[config.mk]
export PLATFORM = sky130hd
export DESIGN_NAME = asol_top
export DESIGN_NICKNAME = d
export VERILOG_FILES = /design/src/logic/asol_pkg.sv /design/src/logic/asol_alarm_if.sv /design/src/logic/asol_top.sv /design/src/logic/asol_alarm_chan.sv
export SDC_FILE = /design/constraint.sdc
export NUM_CORES = 2
export LEC_CHECK = 0
export ABC_AREA = 1
export BUFFER_PORTS_ARGS = -buffer_cell sky130_fd_sc_hd__buf_2
export CAP_MARGIN = 20
export CORE_MARGIN = 4
export CORE_UTILIZATION = 65
export DETAILED_ROUTE_END_ITERATION = 12
export MAX_ROUTING_LAYER = met4
export PLACE_DENSITY = 0.87
export SLEW_MARGIN = 20
export SYNTH_ARGS = -nofsm -noshare
export SYNTH_HDL_FRONTEND = slang
export SYNTH_HIERARCHICAL = 1
export SYNTH_SLANG_ARGS = --single-unit
[constraint.sdc]
create_clock -name I_CORE_CLK -period 128.4 [get_ports I_CORE_CLK]
set_input_delay 12.84 -clock I_CORE_CLK [delete_from_list [all_inputs] [get_ports I_CORE_CLK]]
set_output_delay 12.84 -clock I_CORE_CLK [all_outputs]
set_load 0.02 [all_outputs]
[src/logic/asol_pkg.sv]
`default_nettype none

package asol_pkg;

    // Register byte addresses on the APB bus.
    localparam logic [7:0] ADDR_CTRL = 8'h00;
    localparam logic [7:0] ADDR_LIMIT1 = 8'h04;
    localparam logic [7:0] ADDR_LIMIT2 = 8'h08;
    localparam logic [7:0] ADDR_RANGE = 8'h0c;
    localparam logic [7:0] ADDR_CONC = 8'h10;
    localparam logic [7:0] ADDR_DIAG = 8'h14;
    localparam logic [7:0] ADDR_LAMP = 8'h18;
    localparam logic [7:0] ADDR_STAT = 8'h1c;

    // Control register field positions.
    localparam int CTRL_EN1_BIT = 0;
    localparam int CTRL_EN2_BIT = 1;
    localparam int CTRL_LATCH_BIT = 2;
    localparam int CTRL_UNIT_BIT = 3;
    localparam int CTRL_AMODE_BIT = 4;
    localparam int CTRL_COMM_LSB = 5;
    localparam int CTRL_READY_BIT = 7;
    localparam int CTRL_DELAY_LSB = 8;

    // Diagnostic register field positions.
    localparam int DIAG_OK_BIT = 0;
    localparam int DIAG_INVALID_BIT = 1;
    localparam int DIAG_PNEU_BIT = 2;

    // Status register field positions.
    localparam int STAT_ALARM_LSB = 0;
    localparam int STAT_DISP_LSB = 2;
    localparam int STAT_DEPTH_LSB = 4;
    localparam int STAT_LAMP_BIT = 6;
    localparam int STAT_LEVEL_LSB = 16;

    // Values after reset.
    localparam logic RST_ALARM_EN = 1'h1;
    localparam logic RST_LATCH = 1'h1;
    localparam logic [4:0] RST_DELAY = 5'h05;
    localparam logic [15:0] RST_LIMIT1 = 16'h0064;
    localparam logic [15:0] RST_LIMIT2 = 16'h0066;
    localparam logic [15:0] RST_RANGE = 16'h07d0;
    localparam logic [2:0] RST_LED = 3'h1;

    // Limits of the consecutive-reading count.
    localparam logic [4:0] DELAY_MIN = 5'h01;
    localparam logic [4:0] DELAY_MAX = 5'h14;

    // Analog output codes, 12 bits; current loop starts at one fifth of full scale.
    localparam logic [11:0] LVL_VOLT_SPAN = 12'hfff;
    localparam logic [11:0] LVL_CURR_SPAN = 12'hccc;
    localparam logic [11:0] LVL_CURR_BASE = 12'h333;

    // Display characters and menu depth.
    localparam logic [3:0] CHAR_START = 4'he;
    localparam logic [3:0] CHAR_BLANK = 4'hf;
    localparam logic [1:0] MENU_MAX_DEPTH = 2'h3;

    typedef enum logic [1:0] {
        DISP_START,
        DISP_CONC,
        DISP_MENU
    } asol_disp_t;

    typedef enum logic [1:0] {
        COMM_P2P,
        COMM_MULTIDROP,
        COMM_NET
    } asol_comm_t;

endpackage : asol_pkg

`default_nettype wire

[src/logic/asol_alarm_if.sv]
`default_nettype none

interface asol_alarm_if;
    logic sample;
    logic [15:0] conc;
    logic [15:0] limit;
    logic enable;
    logic latch;
    logic [4:0] delay;
    logic reset_press;
    logic active;

    modport ctrl (
        output sample,
        output conc,
        output limit,
        output enable,
        output latch,
        output delay,
        output reset_press,
        input active
    );

    modport chan (
        input sample,
        input conc,
        input limit,
        input enable,
        input latch,
        input delay,
        input reset_press,
        output active
    );
endinterface : asol_alarm_if

`default_nettype wire

[src/logic/asol_top.sv]
// Local design decisions: the APB register port and the address map.
`default_nettype none

module asol_top (
    input wire logic I_CORE_CLK,
    input wire logic I_SYS_RST,
    input wire logic I_PSEL,
    input wire logic I_PENABLE,
    input wire logic I_PWRITE,
    input wire logic [7:0] I_PADDR,
    input wire logic [31:0] I_PWDATA,
    input wire logic I_RESET_BTN,
    input wire logic I_CFG_BTN,
    input wire logic I_ENT_BTN,
    output logic [31:0] O_PRDATA,
    output logic O_PREADY,
    output logic O_PSLVERR,
    output logic [3:0] O_STATUS_OUT,
    output logic [2:0] O_RELAY,
    output logic O_ALARM_GREEN,
    output logic O_ALARM_AMBER,
    output logic O_ALARM_RED,
    output logic [1:0] O_UNIT_LED,
    output logic [15:0] O_DISP_CHARS,
    output logic [11:0] O_LEVEL_OUTPUT_PIN,
    output logic O_LEVEL_CURRENT_MODE,
    output logic [1:0] O_COMM_MODE
);

    typedef struct packed {
        logic [1:0] alarm_en;
        logic latch;
        logic unit;
        logic amode;
        asol_pkg::asol_comm_t comm;
        logic ready;
        logic [4:0] delay;
        logic [15:0] limit1;
        logic [15:0] limit2;
        logic [15:0] range;
        logic [15:0] conc;
        logic [15:0] lamp_lvl;
        logic [15:0] lamp_thr;
        logic [2:0] diag;
        logic sample;
        asol_pkg::asol_disp_t disp;
        logic [1:0] depth;
        logic [2:0] btn_s1;
        logic [2:0] btn_s2;
        logic [2:0] btn_prev;
        logic [31:0] prdata;
        logic pready;
        logic pslverr;
        logic [3:0] status;
        logic [2:0] relay;
        logic [2:0] led;
        logic [1:0] unit_led;
        logic [15:0] chars;
        logic [11:0] lvl_code;
        logic amode_o;
        logic [1:0] comm_o;
    } asol_top_st_t;

    localparam asol_top_st_t TOP_RST = '{
        default: '0,
        alarm_en: {asol_pkg::RST_ALARM_EN, asol_pkg::RST_ALARM_EN},
        latch: asol_pkg::RST_LATCH,
        delay: asol_pkg::RST_DELAY,
        limit1: asol_pkg::RST_LIMIT1,
        limit2: asol_pkg::RST_LIMIT2,
        range: asol_pkg::RST_RANGE,
        comm: asol_pkg::COMM_P2P,
        disp: asol_pkg::DISP_START,
        chars: {4{asol_pkg::CHAR_START}},
        led: asol_pkg::RST_LED
    };

    asol_top_st_t st_ff;
    asol_top_st_t nxt_st;

    logic [2:0] btn_edge;
    logic [1:0] alarm_act;

    // Button edges look only at the second synchroniser stage.
    assign btn_edge = st_ff.btn_s2 & ~st_ff.btn_prev;

    // Alarm evaluation runs apart from the display state machine, so menus never stall it.
    genvar g;
    generate
        for (g = 0; g < 2; g++)
        begin : gen_alarm
            asol_alarm_if alm ();
            assign alm.sample = st_ff.sample;
            assign alm.conc = st_ff.conc;
            assign alm.limit = (g == 0) ? st_ff.limit1 : st_ff.limit2;
            assign alm.enable = st_ff.alarm_en[g];
            assign alm.latch = st_ff.latch;
            assign alm.delay = st_ff.delay;
            assign alm.reset_press = btn_edge[0];
            assign alarm_act[g] = alm.active;
            asol_alarm_chan u_chan (
                .i_clk(I_CORE_CLK),
                .i_rst(I_SYS_RST),
                .alm(alm.chan)
            );
        end
    endgenerate

    always_comb
    begin
        logic access;
        logic commit;
        logic mapped;
        logic [31:0] rdata;
        logic [4:0] wdelay;
        logic [1:0] wcomm;
        logic [31:0] num;
        logic [31:0] quot;
        logic [11:0] span;
        logic [11:0] base;
        logic lamp_check;
        access = I_PSEL && I_PENABLE;
        commit = access && st_ff.pready;
        mapped = 1'b0;
        rdata = 32'h00000000;
        wdelay = I_PWDATA[asol_pkg::CTRL_DELAY_LSB +: 5];
        wcomm = I_PWDATA[asol_pkg::CTRL_COMM_LSB +: 2];
        num = 32'h00000000;
        quot = 32'h00000000;
        span = asol_pkg::LVL_VOLT_SPAN;
        base = 12'h000;
        lamp_check = st_ff.lamp_lvl < st_ff.lamp_thr;
        nxt_st = st_ff;

        nxt_st.btn_s1 = {I_ENT_BTN, I_CFG_BTN, I_RESET_BTN};
        nxt_st.btn_s2 = st_ff.btn_s1;
        nxt_st.btn_prev = st_ff.btn_s2;
        nxt_st.sample = 1'b0;

        case (I_PADDR)
            asol_pkg::ADDR_CTRL:
            begin
                mapped = 1'b1;
                rdata[asol_pkg::CTRL_EN1_BIT] = st_ff.alarm_en[0];
                rdata[asol_pkg::CTRL_EN2_BIT] = st_ff.alarm_en[1];
                rdata[asol_pkg::CTRL_LATCH_BIT] = st_ff.latch;
                rdata[asol_pkg::CTRL_UNIT_BIT] = st_ff.unit;
                rdata[asol_pkg::CTRL_AMODE_BIT] = st_ff.amode;
                rdata[asol_pkg::CTRL_COMM_LSB +: 2] = st_ff.comm;
                rdata[asol_pkg::CTRL_READY_BIT] = st_ff.ready;
                rdata[asol_pkg::CTRL_DELAY_LSB +: 5] = st_ff.delay;
            end
            asol_pkg::ADDR_LIMIT1:
            begin
                mapped = 1'b1;
                rdata[15:0] = st_ff.limit1;
            end
            asol_pkg::ADDR_LIMIT2:
            begin
                mapped = 1'b1;
                rdata[15:0] = st_ff.limit2;
            end
            asol_pkg::ADDR_RANGE:
            begin
                mapped = 1'b1;
                rdata[15:0] = st_ff.range;
            end
            asol_pkg::ADDR_CONC:
            begin
                mapped = 1'b1;
                rdata[15:0] = st_ff.conc;
            end
            asol_pkg::ADDR_DIAG:
            begin
                mapped = 1'b1;
                rdata[2:0] = st_ff.diag;
            end
            asol_pkg::ADDR_LAMP:
            begin
                mapped = 1'b1;
                rdata = {st_ff.lamp_thr, st_ff.lamp_lvl};
            end
            asol_pkg::ADDR_STAT:
            begin
                mapped = 1'b1;
                rdata[asol_pkg::STAT_ALARM_LSB +: 2] = alarm_act;
                rdata[asol_pkg::STAT_DISP_LSB +: 2] = st_ff.disp;
                rdata[asol_pkg::STAT_DEPTH_LSB +: 2] = st_ff.depth;
                rdata[asol_pkg::STAT_LAMP_BIT] = lamp_check;
                rdata[asol_pkg::STAT_LEVEL_LSB +: 12] = st_ff.lvl_code;
            end
            default:
            begin
                mapped = 1'b0;
            end
        endcase

        // One wait state: ready rises in the second access cycle, when the word is latched.
        nxt_st.pready = access && !st_ff.pready;
        if (access && !st_ff.pready)
        begin
            nxt_st.prdata = I_PWRITE ? 32'h00000000 : rdata;
            nxt_st.pslverr = !mapped;
        end
        else
        begin
            nxt_st.pslverr = 1'b0;
        end

        if (commit && I_PWRITE)
        begin
            case (I_PADDR)
                asol_pkg::ADDR_CTRL:
                begin
                    nxt_st.alarm_en[0] = I_PWDATA[asol_pkg::CTRL_EN1_BIT];
                    nxt_st.alarm_en[1] = I_PWDATA[asol_pkg::CTRL_EN2_BIT];
                    nxt_st.latch = I_PWDATA[asol_pkg::CTRL_LATCH_BIT];
                    nxt_st.unit = I_PWDATA[asol_pkg::CTRL_UNIT_BIT];
                    nxt_st.amode = I_PWDATA[asol_pkg::CTRL_AMODE_BIT];
                    nxt_st.ready = I_PWDATA[asol_pkg::CTRL_READY_BIT];
                    if (wcomm != 2'h3)
                    begin
                        nxt_st.comm = asol_pkg::asol_comm_t'(wcomm);
                    end
                    // Out-of-range counts are dropped, and the delay keeps its old value.
                    if (wdelay >= asol_pkg::DELAY_MIN && wdelay <= asol_pkg::DELAY_MAX)
                    begin
                        nxt_st.delay = wdelay;
                    end
                end
                asol_pkg::ADDR_LIMIT1:
                begin
                    nxt_st.limit1 = I_PWDATA[15:0];
                end
                asol_pkg::ADDR_LIMIT2:
                begin
                    nxt_st.limit2 = I_PWDATA[15:0];
                end
                asol_pkg::ADDR_RANGE:
                begin
                    nxt_st.range = I_PWDATA[15:0];
                end
                asol_pkg::ADDR_CONC:
                begin
                    nxt_st.conc = I_PWDATA[15:0];
                    nxt_st.sample = 1'b1;
                end
                asol_pkg::ADDR_DIAG:
                begin
                    nxt_st.diag = I_PWDATA[2:0];
                end
                asol_pkg::ADDR_LAMP:
                begin
                    nxt_st.lamp_lvl = I_PWDATA[15:0];
                    nxt_st.lamp_thr = I_PWDATA[31:16];
                end
                default:
                begin
                    nxt_st.conc = st_ff.conc;
                end
            endcase
        end

        case (st_ff.disp)
            asol_pkg::DISP_START:
            begin
                if (st_ff.ready)
                begin
                    nxt_st.disp = asol_pkg::DISP_CONC;
                end
            end
            asol_pkg::DISP_CONC:
            begin
                if (btn_edge[1])
                begin
                    nxt_st.disp = asol_pkg::DISP_MENU;
                    nxt_st.depth = 2'h1;
                end
            end
            asol_pkg::DISP_MENU:
            begin
                if (btn_edge[1])
                begin
                    if (st_ff.depth == 2'h1)
                    begin
                        nxt_st.disp = asol_pkg::DISP_CONC;
                        nxt_st.depth = 2'h0;
                    end
                    else
                    begin
                        nxt_st.depth = st_ff.depth - 2'h1;
                    end
                end
                else if (btn_edge[2] && st_ff.depth < asol_pkg::MENU_MAX_DEPTH)
                begin
                    nxt_st.depth = st_ff.depth + 2'h1;
                end
            end
            default:
            begin
                nxt_st.disp = asol_pkg::DISP_START;
            end
        endcase
        if (!st_ff.ready)
        begin
            nxt_st.disp = asol_pkg::DISP_START;
            nxt_st.depth = 2'h0;
        end

        // A zero range would divide by zero, so it pins the output to full scale.
        if (st_ff.amode)
        begin
            span = asol_pkg::LVL_CURR_SPAN;
            base = asol_pkg::LVL_CURR_BASE;
        end
        num = {16'h0000, st_ff.conc} * {20'h00000, span};
        quot = (st_ff.range == 16'h0000) ? {20'h00000, span} : num / {16'h0000, st_ff.range};
        if (quot > {20'h00000, span})
        begin
            quot = {20'h00000, span};
        end
        nxt_st.lvl_code = base + quot[11:0];
        nxt_st.amode_o = st_ff.amode;
        nxt_st.comm_o = st_ff.comm;

        nxt_st.status = {st_ff.diag[asol_pkg::DIAG_PNEU_BIT], lamp_check,
                         st_ff.diag[asol_pkg::DIAG_INVALID_BIT], st_ff.diag[asol_pkg::DIAG_OK_BIT]};
        nxt_st.relay = {alarm_act[1], alarm_act[0], st_ff.diag[asol_pkg::DIAG_OK_BIT]};
        if (alarm_act[1])
        begin
            nxt_st.led = 3'h4;
        end
        else if (alarm_act[0])
        begin
            nxt_st.led = 3'h2;
        end
        else
        begin
            nxt_st.led = 3'h1;
        end

        if (st_ff.disp == asol_pkg::DISP_CONC)
        begin
            nxt_st.unit_led = st_ff.unit ? 2'h2 : 2'h1;
            nxt_st.chars = st_ff.conc;
        end
        else
        begin
            nxt_st.unit_led = 2'h0;
            nxt_st.chars = (st_ff.disp == asol_pkg::DISP_START) ? {4{asol_pkg::CHAR_START}}
                                                                 : {4{asol_pkg::CHAR_BLANK}};
        end
    end

    always_ff @(posedge I_CORE_CLK or posedge I_SYS_RST)
    begin
        if (I_SYS_RST)
        begin
            st_ff <= TOP_RST;
        end
        else
        begin
            st_ff <= nxt_st;
        end
    end

    assign O_PRDATA = st_ff.prdata;
    assign O_PREADY = st_ff.pready;
    assign O_PSLVERR = st_ff.pslverr;
    assign O_STATUS_OUT = st_ff.status;
    assign O_RELAY = st_ff.relay;
    assign O_ALARM_GREEN = st_ff.led[0];
    assign O_ALARM_AMBER = st_ff.led[1];
    assign O_ALARM_RED = st_ff.led[2];
    assign O_UNIT_LED = st_ff.unit_led;
    assign O_DISP_CHARS = st_ff.chars;
    assign O_LEVEL_OUTPUT_PIN = st_ff.lvl_code;
    assign O_LEVEL_CURRENT_MODE = st_ff.amode_o;
    assign O_COMM_MODE = st_ff.comm_o;

endmodule : asol_top

`default_nettype wire

[src/logic/asol_alarm_chan.sv]
`default_nettype none

module asol_alarm_chan (
    input wire logic i_clk,
    input wire logic i_rst,
    asol_alarm_if.chan alm
);

    typedef struct packed {
        logic [4:0] cnt;
        logic active;
        logic below;
    } asol_chan_st_t;

    localparam asol_chan_st_t CHAN_RST = '{cnt: 5'h00, active: 1'b0, below: 1'b1};

    asol_chan_st_t st_ff;
    asol_chan_st_t nxt_st;

    always_comb
    begin
        nxt_st = st_ff;
        if (!alm.enable)
        begin
            nxt_st = CHAN_RST;
        end
        else
        begin
            if (alm.sample)
            begin
                if (alm.conc > alm.limit)
                begin
                    // The count saturates so a long excursion cannot wrap back under the delay.
                    if (st_ff.cnt < alm.delay)
                    begin
                        nxt_st.cnt = st_ff.cnt + 5'h01;
                    end
                    if ({1'b0, st_ff.cnt} + 6'h01 >= {1'b0, alm.delay})
                    begin
                        nxt_st.active = 1'b1;
                    end
                    nxt_st.below = 1'b0;
                end
                else
                begin
                    nxt_st.cnt = 5'h00;
                    nxt_st.below = 1'b1;
                    if (!alm.latch)
                    begin
                        nxt_st.active = 1'b0;
                    end
                end
            end
            if (alm.latch && alm.reset_press && nxt_st.below)
            begin
                nxt_st.active = 1'b0;
            end
        end
    end

    always_ff @(posedge i_clk or posedge i_rst)
    begin
        if (i_rst)
        begin
            st_ff <= CHAN_RST;
        end
        else
        begin
            st_ff <= nxt_st;
        end
    end

    assign alm.active = st_ff.active;

endmodule : asol_alarm_chan

`default_nettype wire

==> flow_summary.html <==
<table>
<tr><th>Metric</th><th>Value</th></tr>
<tr><th colspan="2">Outcome</th></tr>
<tr><td>Status</td><td>complete, no violations</td></tr>
<tr><th colspan="2">Clocking</th></tr>
<tr><td>Count of instances resized after the clock tree is built</td><td>0</td></tr>
<tr><td>Clock Latency Late Sink</td><td>between 0.5 and 0.6 ns</td></tr>
<tr><td>Number of hold-repair buffers added at the cts stage</td><td>0</td></tr>
<tr><td>Sink count of the clock tree</td><td>about 220</td></tr>
<tr><td>Clock buffer count from CTS</td><td>21</td></tr>
<tr><td>Clock tree root buffer cell</td><td>clkbuf_16</td></tr>
<tr><td>Count of H-tree levels built during CTS</td><td>1</td></tr>
<tr><td>TritonCTS clock tree</td><td>done</td></tr>
<tr><td>Clock input transition at the sequential cells of the worst setup and hold paths</td><td>~0.060 ns</td></tr>
<tr><td>Post-CTS Repair Setup Buffers</td><td>0</td></tr>
<tr><td>Longest Clk Path Bufs</td><td>3</td></tr>
<tr><th colspan="2">Critical path</th></tr>
<tr><td>Max Fanout on Critical Path</td><td>37</td></tr>
<tr><td>Arrival time at the worst endpoint</td><td>96.58 ns</td></tr>
<tr><td>Crit path top cell by count</td><td>nand2_1</td></tr>
<tr><td>Library cell contributing the largest single delay on the critical path</td><td>nor3_4</td></tr>
<tr><td>Classification of the worst setup path</td><td>reg -&gt; reg</td></tr>
<tr><td>Maximum cell stage delay along the critical path</td><td>0.77 ns</td></tr>
<tr><td>Critical path required time</td><td>128.78 ns</td></tr>
<tr><td>Worst setup SP type</td><td>register</td></tr>
<tr><td>Category of the worst setup path capture point</td><td>register</td></tr>
<tr><th colspan="2">Route</th></tr>
<tr><td>Number of DRC violations after detailed routing</td><td>0</td></tr>
<tr><td>Via density per instance</td><td>5.74</td></tr>
<tr><td>Iter 0 DRT Violations</td><td>3522</td></tr>
<tr><td>Routed WL per cell</td><td>15.8 µm</td></tr>
<tr><td>Drt first pass iters</td><td>6</td></tr>
<tr><td>Via count of the routed design</td><td>38700</td></tr>
<tr><td>Post-route ant nets</td><td>0</td></tr>
<tr><td>Aggregate routed wire length</td><td>107 mm</td></tr>
<tr><th colspan="2">Placement</th></tr>
<tr><td>Buffers on Ports</td><td>124</td></tr>
<tr><td>Final weighted congestion of routability-driven global placement</td><td>0.988</td></tr>
<tr><td>Hpwl dp</td><td>85.0 mm</td></tr>
<tr><th colspan="2">Timing</th></tr>
<tr><td>Final period demand of the worst path</td><td>96.20 ns</td></tr>
<tr><td>RSZ-0062 raised after global routing</td><td>no</td></tr>
<tr><td>Final Slew Violations</td><td>0</td></tr>
<tr><td>Tightest hold margin</td><td>0.349 ns</td></tr>
<tr><td>Worst Skew</td><td>0.0214 ns</td></tr>
<tr><td>Highest achievable clock rate</td><td>10.4 MHz</td></tr>
<tr><td>Period utilization</td><td>0.749</td></tr>
<tr><td>Remaining max-slew budget at the tightest pin</td><td>0.319</td></tr>
<tr><td>Setup violations, final</td><td>0</td></tr>
<tr><td>Final number of hold-violating endpoints</td><td>0</td></tr>
<tr><td>TNS Setup</td><td>0 ns</td></tr>
<tr><td>Measured slew at the worst slew-check pin</td><td>0.996 ns</td></tr>
<tr><th colspan="2">Final layout</th></tr>
<tr><td>Layout cells sized above 1</td><td>0.110</td></tr>
<tr><td>Layout filler cell count</td><td>5038</td></tr>
<tr><td>P&amp;R area growth vs syn</td><td>3.72%</td></tr>
<tr><td>Most used cells in the layout excluding fill and tap cells</td><td>nand2_1 (1354), inv_1 (881), ha_1 (565), o21ai_0 (467), a21oi_1 (338)</td></tr>
<tr><td>Multi-input logic area</td><td>roughly 0.030 mm²</td></tr>
<tr><td>Sequential Area</td><td>0.00542 mm²</td></tr>
<tr><td>Final net count</td><td>6617</td></tr>
<tr><td>Most common library cell in the layout ignoring fill and taps</td><td>nand2_1</td></tr>
<tr><th colspan="2">GRT</th></tr>
<tr><td>Global-route wire length before repair</td><td>177 mm</td></tr>
<tr><td>Number of antenna violations at the first check in global routing</td><td>3</td></tr>
<tr><td>Total track usage</td><td>0.323</td></tr>
<tr><td>Aggregate global routing overflow</td><td>0</td></tr>
<tr><td>Via count of the first global-routing pass</td><td>between 30000 and 40000</td></tr>
<tr><td>Largest net degree at the start of global routing</td><td>roughly 120</td></tr>
<tr><th colspan="2">Logic synthesis</th></tr>
<tr><td>Post-synthesis cell count</td><td>around 6000</td></tr>
<tr><td>Number of flops mapped to enable cells by yosys</td><td>0</td></tr>
<tr><td>Mean post-synth cell area</td><td>~6.8 µm²</td></tr>
<tr><td>Sequential share of the synthesized area</td><td>0.135</td></tr>
<tr><td>Post-Synthesis Cell Area</td><td>0.0403 mm²</td></tr>
<tr><td>Most area-consuming cells after synthesis</td><td>ha_1 (18%), nand2_1 (13%), dfrtp_1 (11%)</td></tr>
<tr><td>Largest area contributor in the synthesized netlist</td><td>ha_1</td></tr>
<tr><td>Number of distinct library cells after synthesis</td><td>81</td></tr>
<tr><td>Yosys synthesis warning count</td><td>6</td></tr>
<tr><td>Post-synthesis sequential element count</td><td>215</td></tr>
<tr><td>Share of synthesized registers carrying an async set or reset</td><td>1.00</td></tr>
<tr><td>Fraction of synthesized cell area taken by the top area cell type</td><td>0.175</td></tr>
<tr><td>Dominant synthesized flop cell</td><td>dfrtp_1</td></tr>
<tr><th colspan="2">Floorplan</th></tr>
<tr><td>Num rows</td><td>91</td></tr>
<tr><td>Die outline area</td><td>0.0660 mm²</td></tr>
<tr><td>Vert. Die Dim</td><td>257 µm</td></tr>
<tr><td>DIE WIDTH</td><td>257 µm</td></tr>
<tr><td>Initial standard-cell utilization of the core</td><td>0.654</td></tr>
<tr><td>IO Pins</td><td>between 100 and 150</td></tr>
<tr><td>Core area</td><td>0.0616 mm²</td></tr>
<tr><th colspan="2">Min path</th></tr>
<tr><td>Path class of the lowest-slack min-delay path</td><td>reg -&gt; reg</td></tr>
<tr><th colspan="2">Run</th></tr>
<tr><td>Reported max-cap violation count</td><td>0</td></tr>
</table>
sequential cells by signal, indices dropped and copies added (netlist names), 2 cells and up:
register and flops:
gen_alarm.alm.limit 32, nxt_st 12, O_LEVEL_OUTPUT_PIN 12, O_UNIT_LED 2, O_DISP_CHARS 16, gen_alarm.u_chan/st_ff 12, O_COMM_MODE 2, st_ff 57
O_STATUS_OUT 3, gen_alarm.u_chan/alm.active 2, O_RELAY 2, O_PRDATA 32, gen_alarm.alm.conc 16, gen_alarm.alm.enable 2, gen_alarm.alm.delay 5
per-stage QoR:
step	util	std cells	instance area (µm²)	setup WS [ns]
global placement	0.666	6702	41100	37.66
CTS	0.678	6740	41800	33.12
detailed placement	0.667	6702	41100	33.37
finish	0.679	6743	41800	32.20
global route	0.679	6743	41800	20.04
floorplan	-	5893	40300	41.26
per-layer routing:
metal | wire length, µm | global-route usage | vias up
met5 | 0 | - | -
met4 | 4120 | 0.104 | 0
met3 | 9050 | 0.0439 | 280
met2 | 47800 | 0.526 | 1585
met1 | 45500 | 0.419 | 17700
li1 | - | - | 19200
cell type report:
cell class | count | share of cell area
flip-flops and latches | 215 | 0.130
clock buffers | 24 | 0.0131
repair buffers | 154 | 0.0202
well taps | 837 | 0.0251
multi-input cells | 4582 | 0.725
diodes | 3 | 0.000180
clock inverters | 14 | 0.00437
inverters | 914 | 0.0827
critical path: cells and delay by family (launching register included):
kind,cells,cell delay (ns)
buffers and inverters,119,13.81
AO/OA/AOI/OAI,205,37.87
flip-flops,1,0.67
adder cells (fa/ha/maj),36,12.30
AND/OR/NAND/NOR,256,31.03
worst paths after layout:
| path | slack [ns] | end | start | cells past startpoint |
|---|---|---|---|---|
| min in group asynchronous | 12.33 | gen_alarm[0].u_chan/alm.active | I_SYS_RST | 2 |
| worst min register to register | 0.35 | nxt_st[78] | nxt_st[81] | 0 |
| worst max register to register | 32.20 | O_LEVEL_OUTPUT_PIN[9] | nxt_st[2] | 616 |
| worst max-delay path | 32.20 | O_LEVEL_OUTPUT_PIN[9] | nxt_st[2] | 616 |
| max in group asynchronous | 114.31 | gen_alarm[0].alm.limit[4] | I_SYS_RST | 3 |
| worst min-delay path | 0.35 | nxt_st[78] | nxt_st[81] | 0 |
Yosys cell counts, types with 21 or more instances:
| library cell | instances |
|---|---|
| nand3_1 | 297 |
| dfstp_2 | 33 |
| a21o_1 | 40 |
| inv_1 | 882 |
| o21ai_0 | 468 |
| nand2_4 | 31 |
| nand3_2 | 38 |
| dfrtp_1 | 182 |
| nand4_1 | 96 |
| ha_1 | 565 |
| buf_6 | 21 |
| nor2_1 | 324 |
| xnor2_1 | 114 |
| nor3_1 | 31 |
| nor2_4 | 30 |
| nand3b_1 | 28 |
| nor2_2 | 29 |
| inv_2 | 22 |
| clkbuf_1 | 77 |
| o21ai_1 | 27 |
| or2_2 | 80 |
| fa_1 | 116 |
| nand2_1 | 1354 |
| xor2_1 | 222 |
| o21bai_1 | 29 |
| nand2_2 | 116 |
| buf_4 | 73 |
| a21oi_1 | 338 |
cell families after synthesis:
kind of cell	count (synthesis)	synth area share
other	1	0.0000930
multiplexers	1	0.000279
XOR/XNOR	336	0.0730
AND/OR/NAND/NOR	2508	0.296
buffers and inverters	1096	0.115
adder cells (fa/ha/maj)	681	0.233
AO/OA/AOI/OAI	1052	0.148
flip-flops	215	0.135
Power is left out: the tool's default activity adds up to more than one toggle a clock period on the data nets, which glitch-free logic cannot reach.
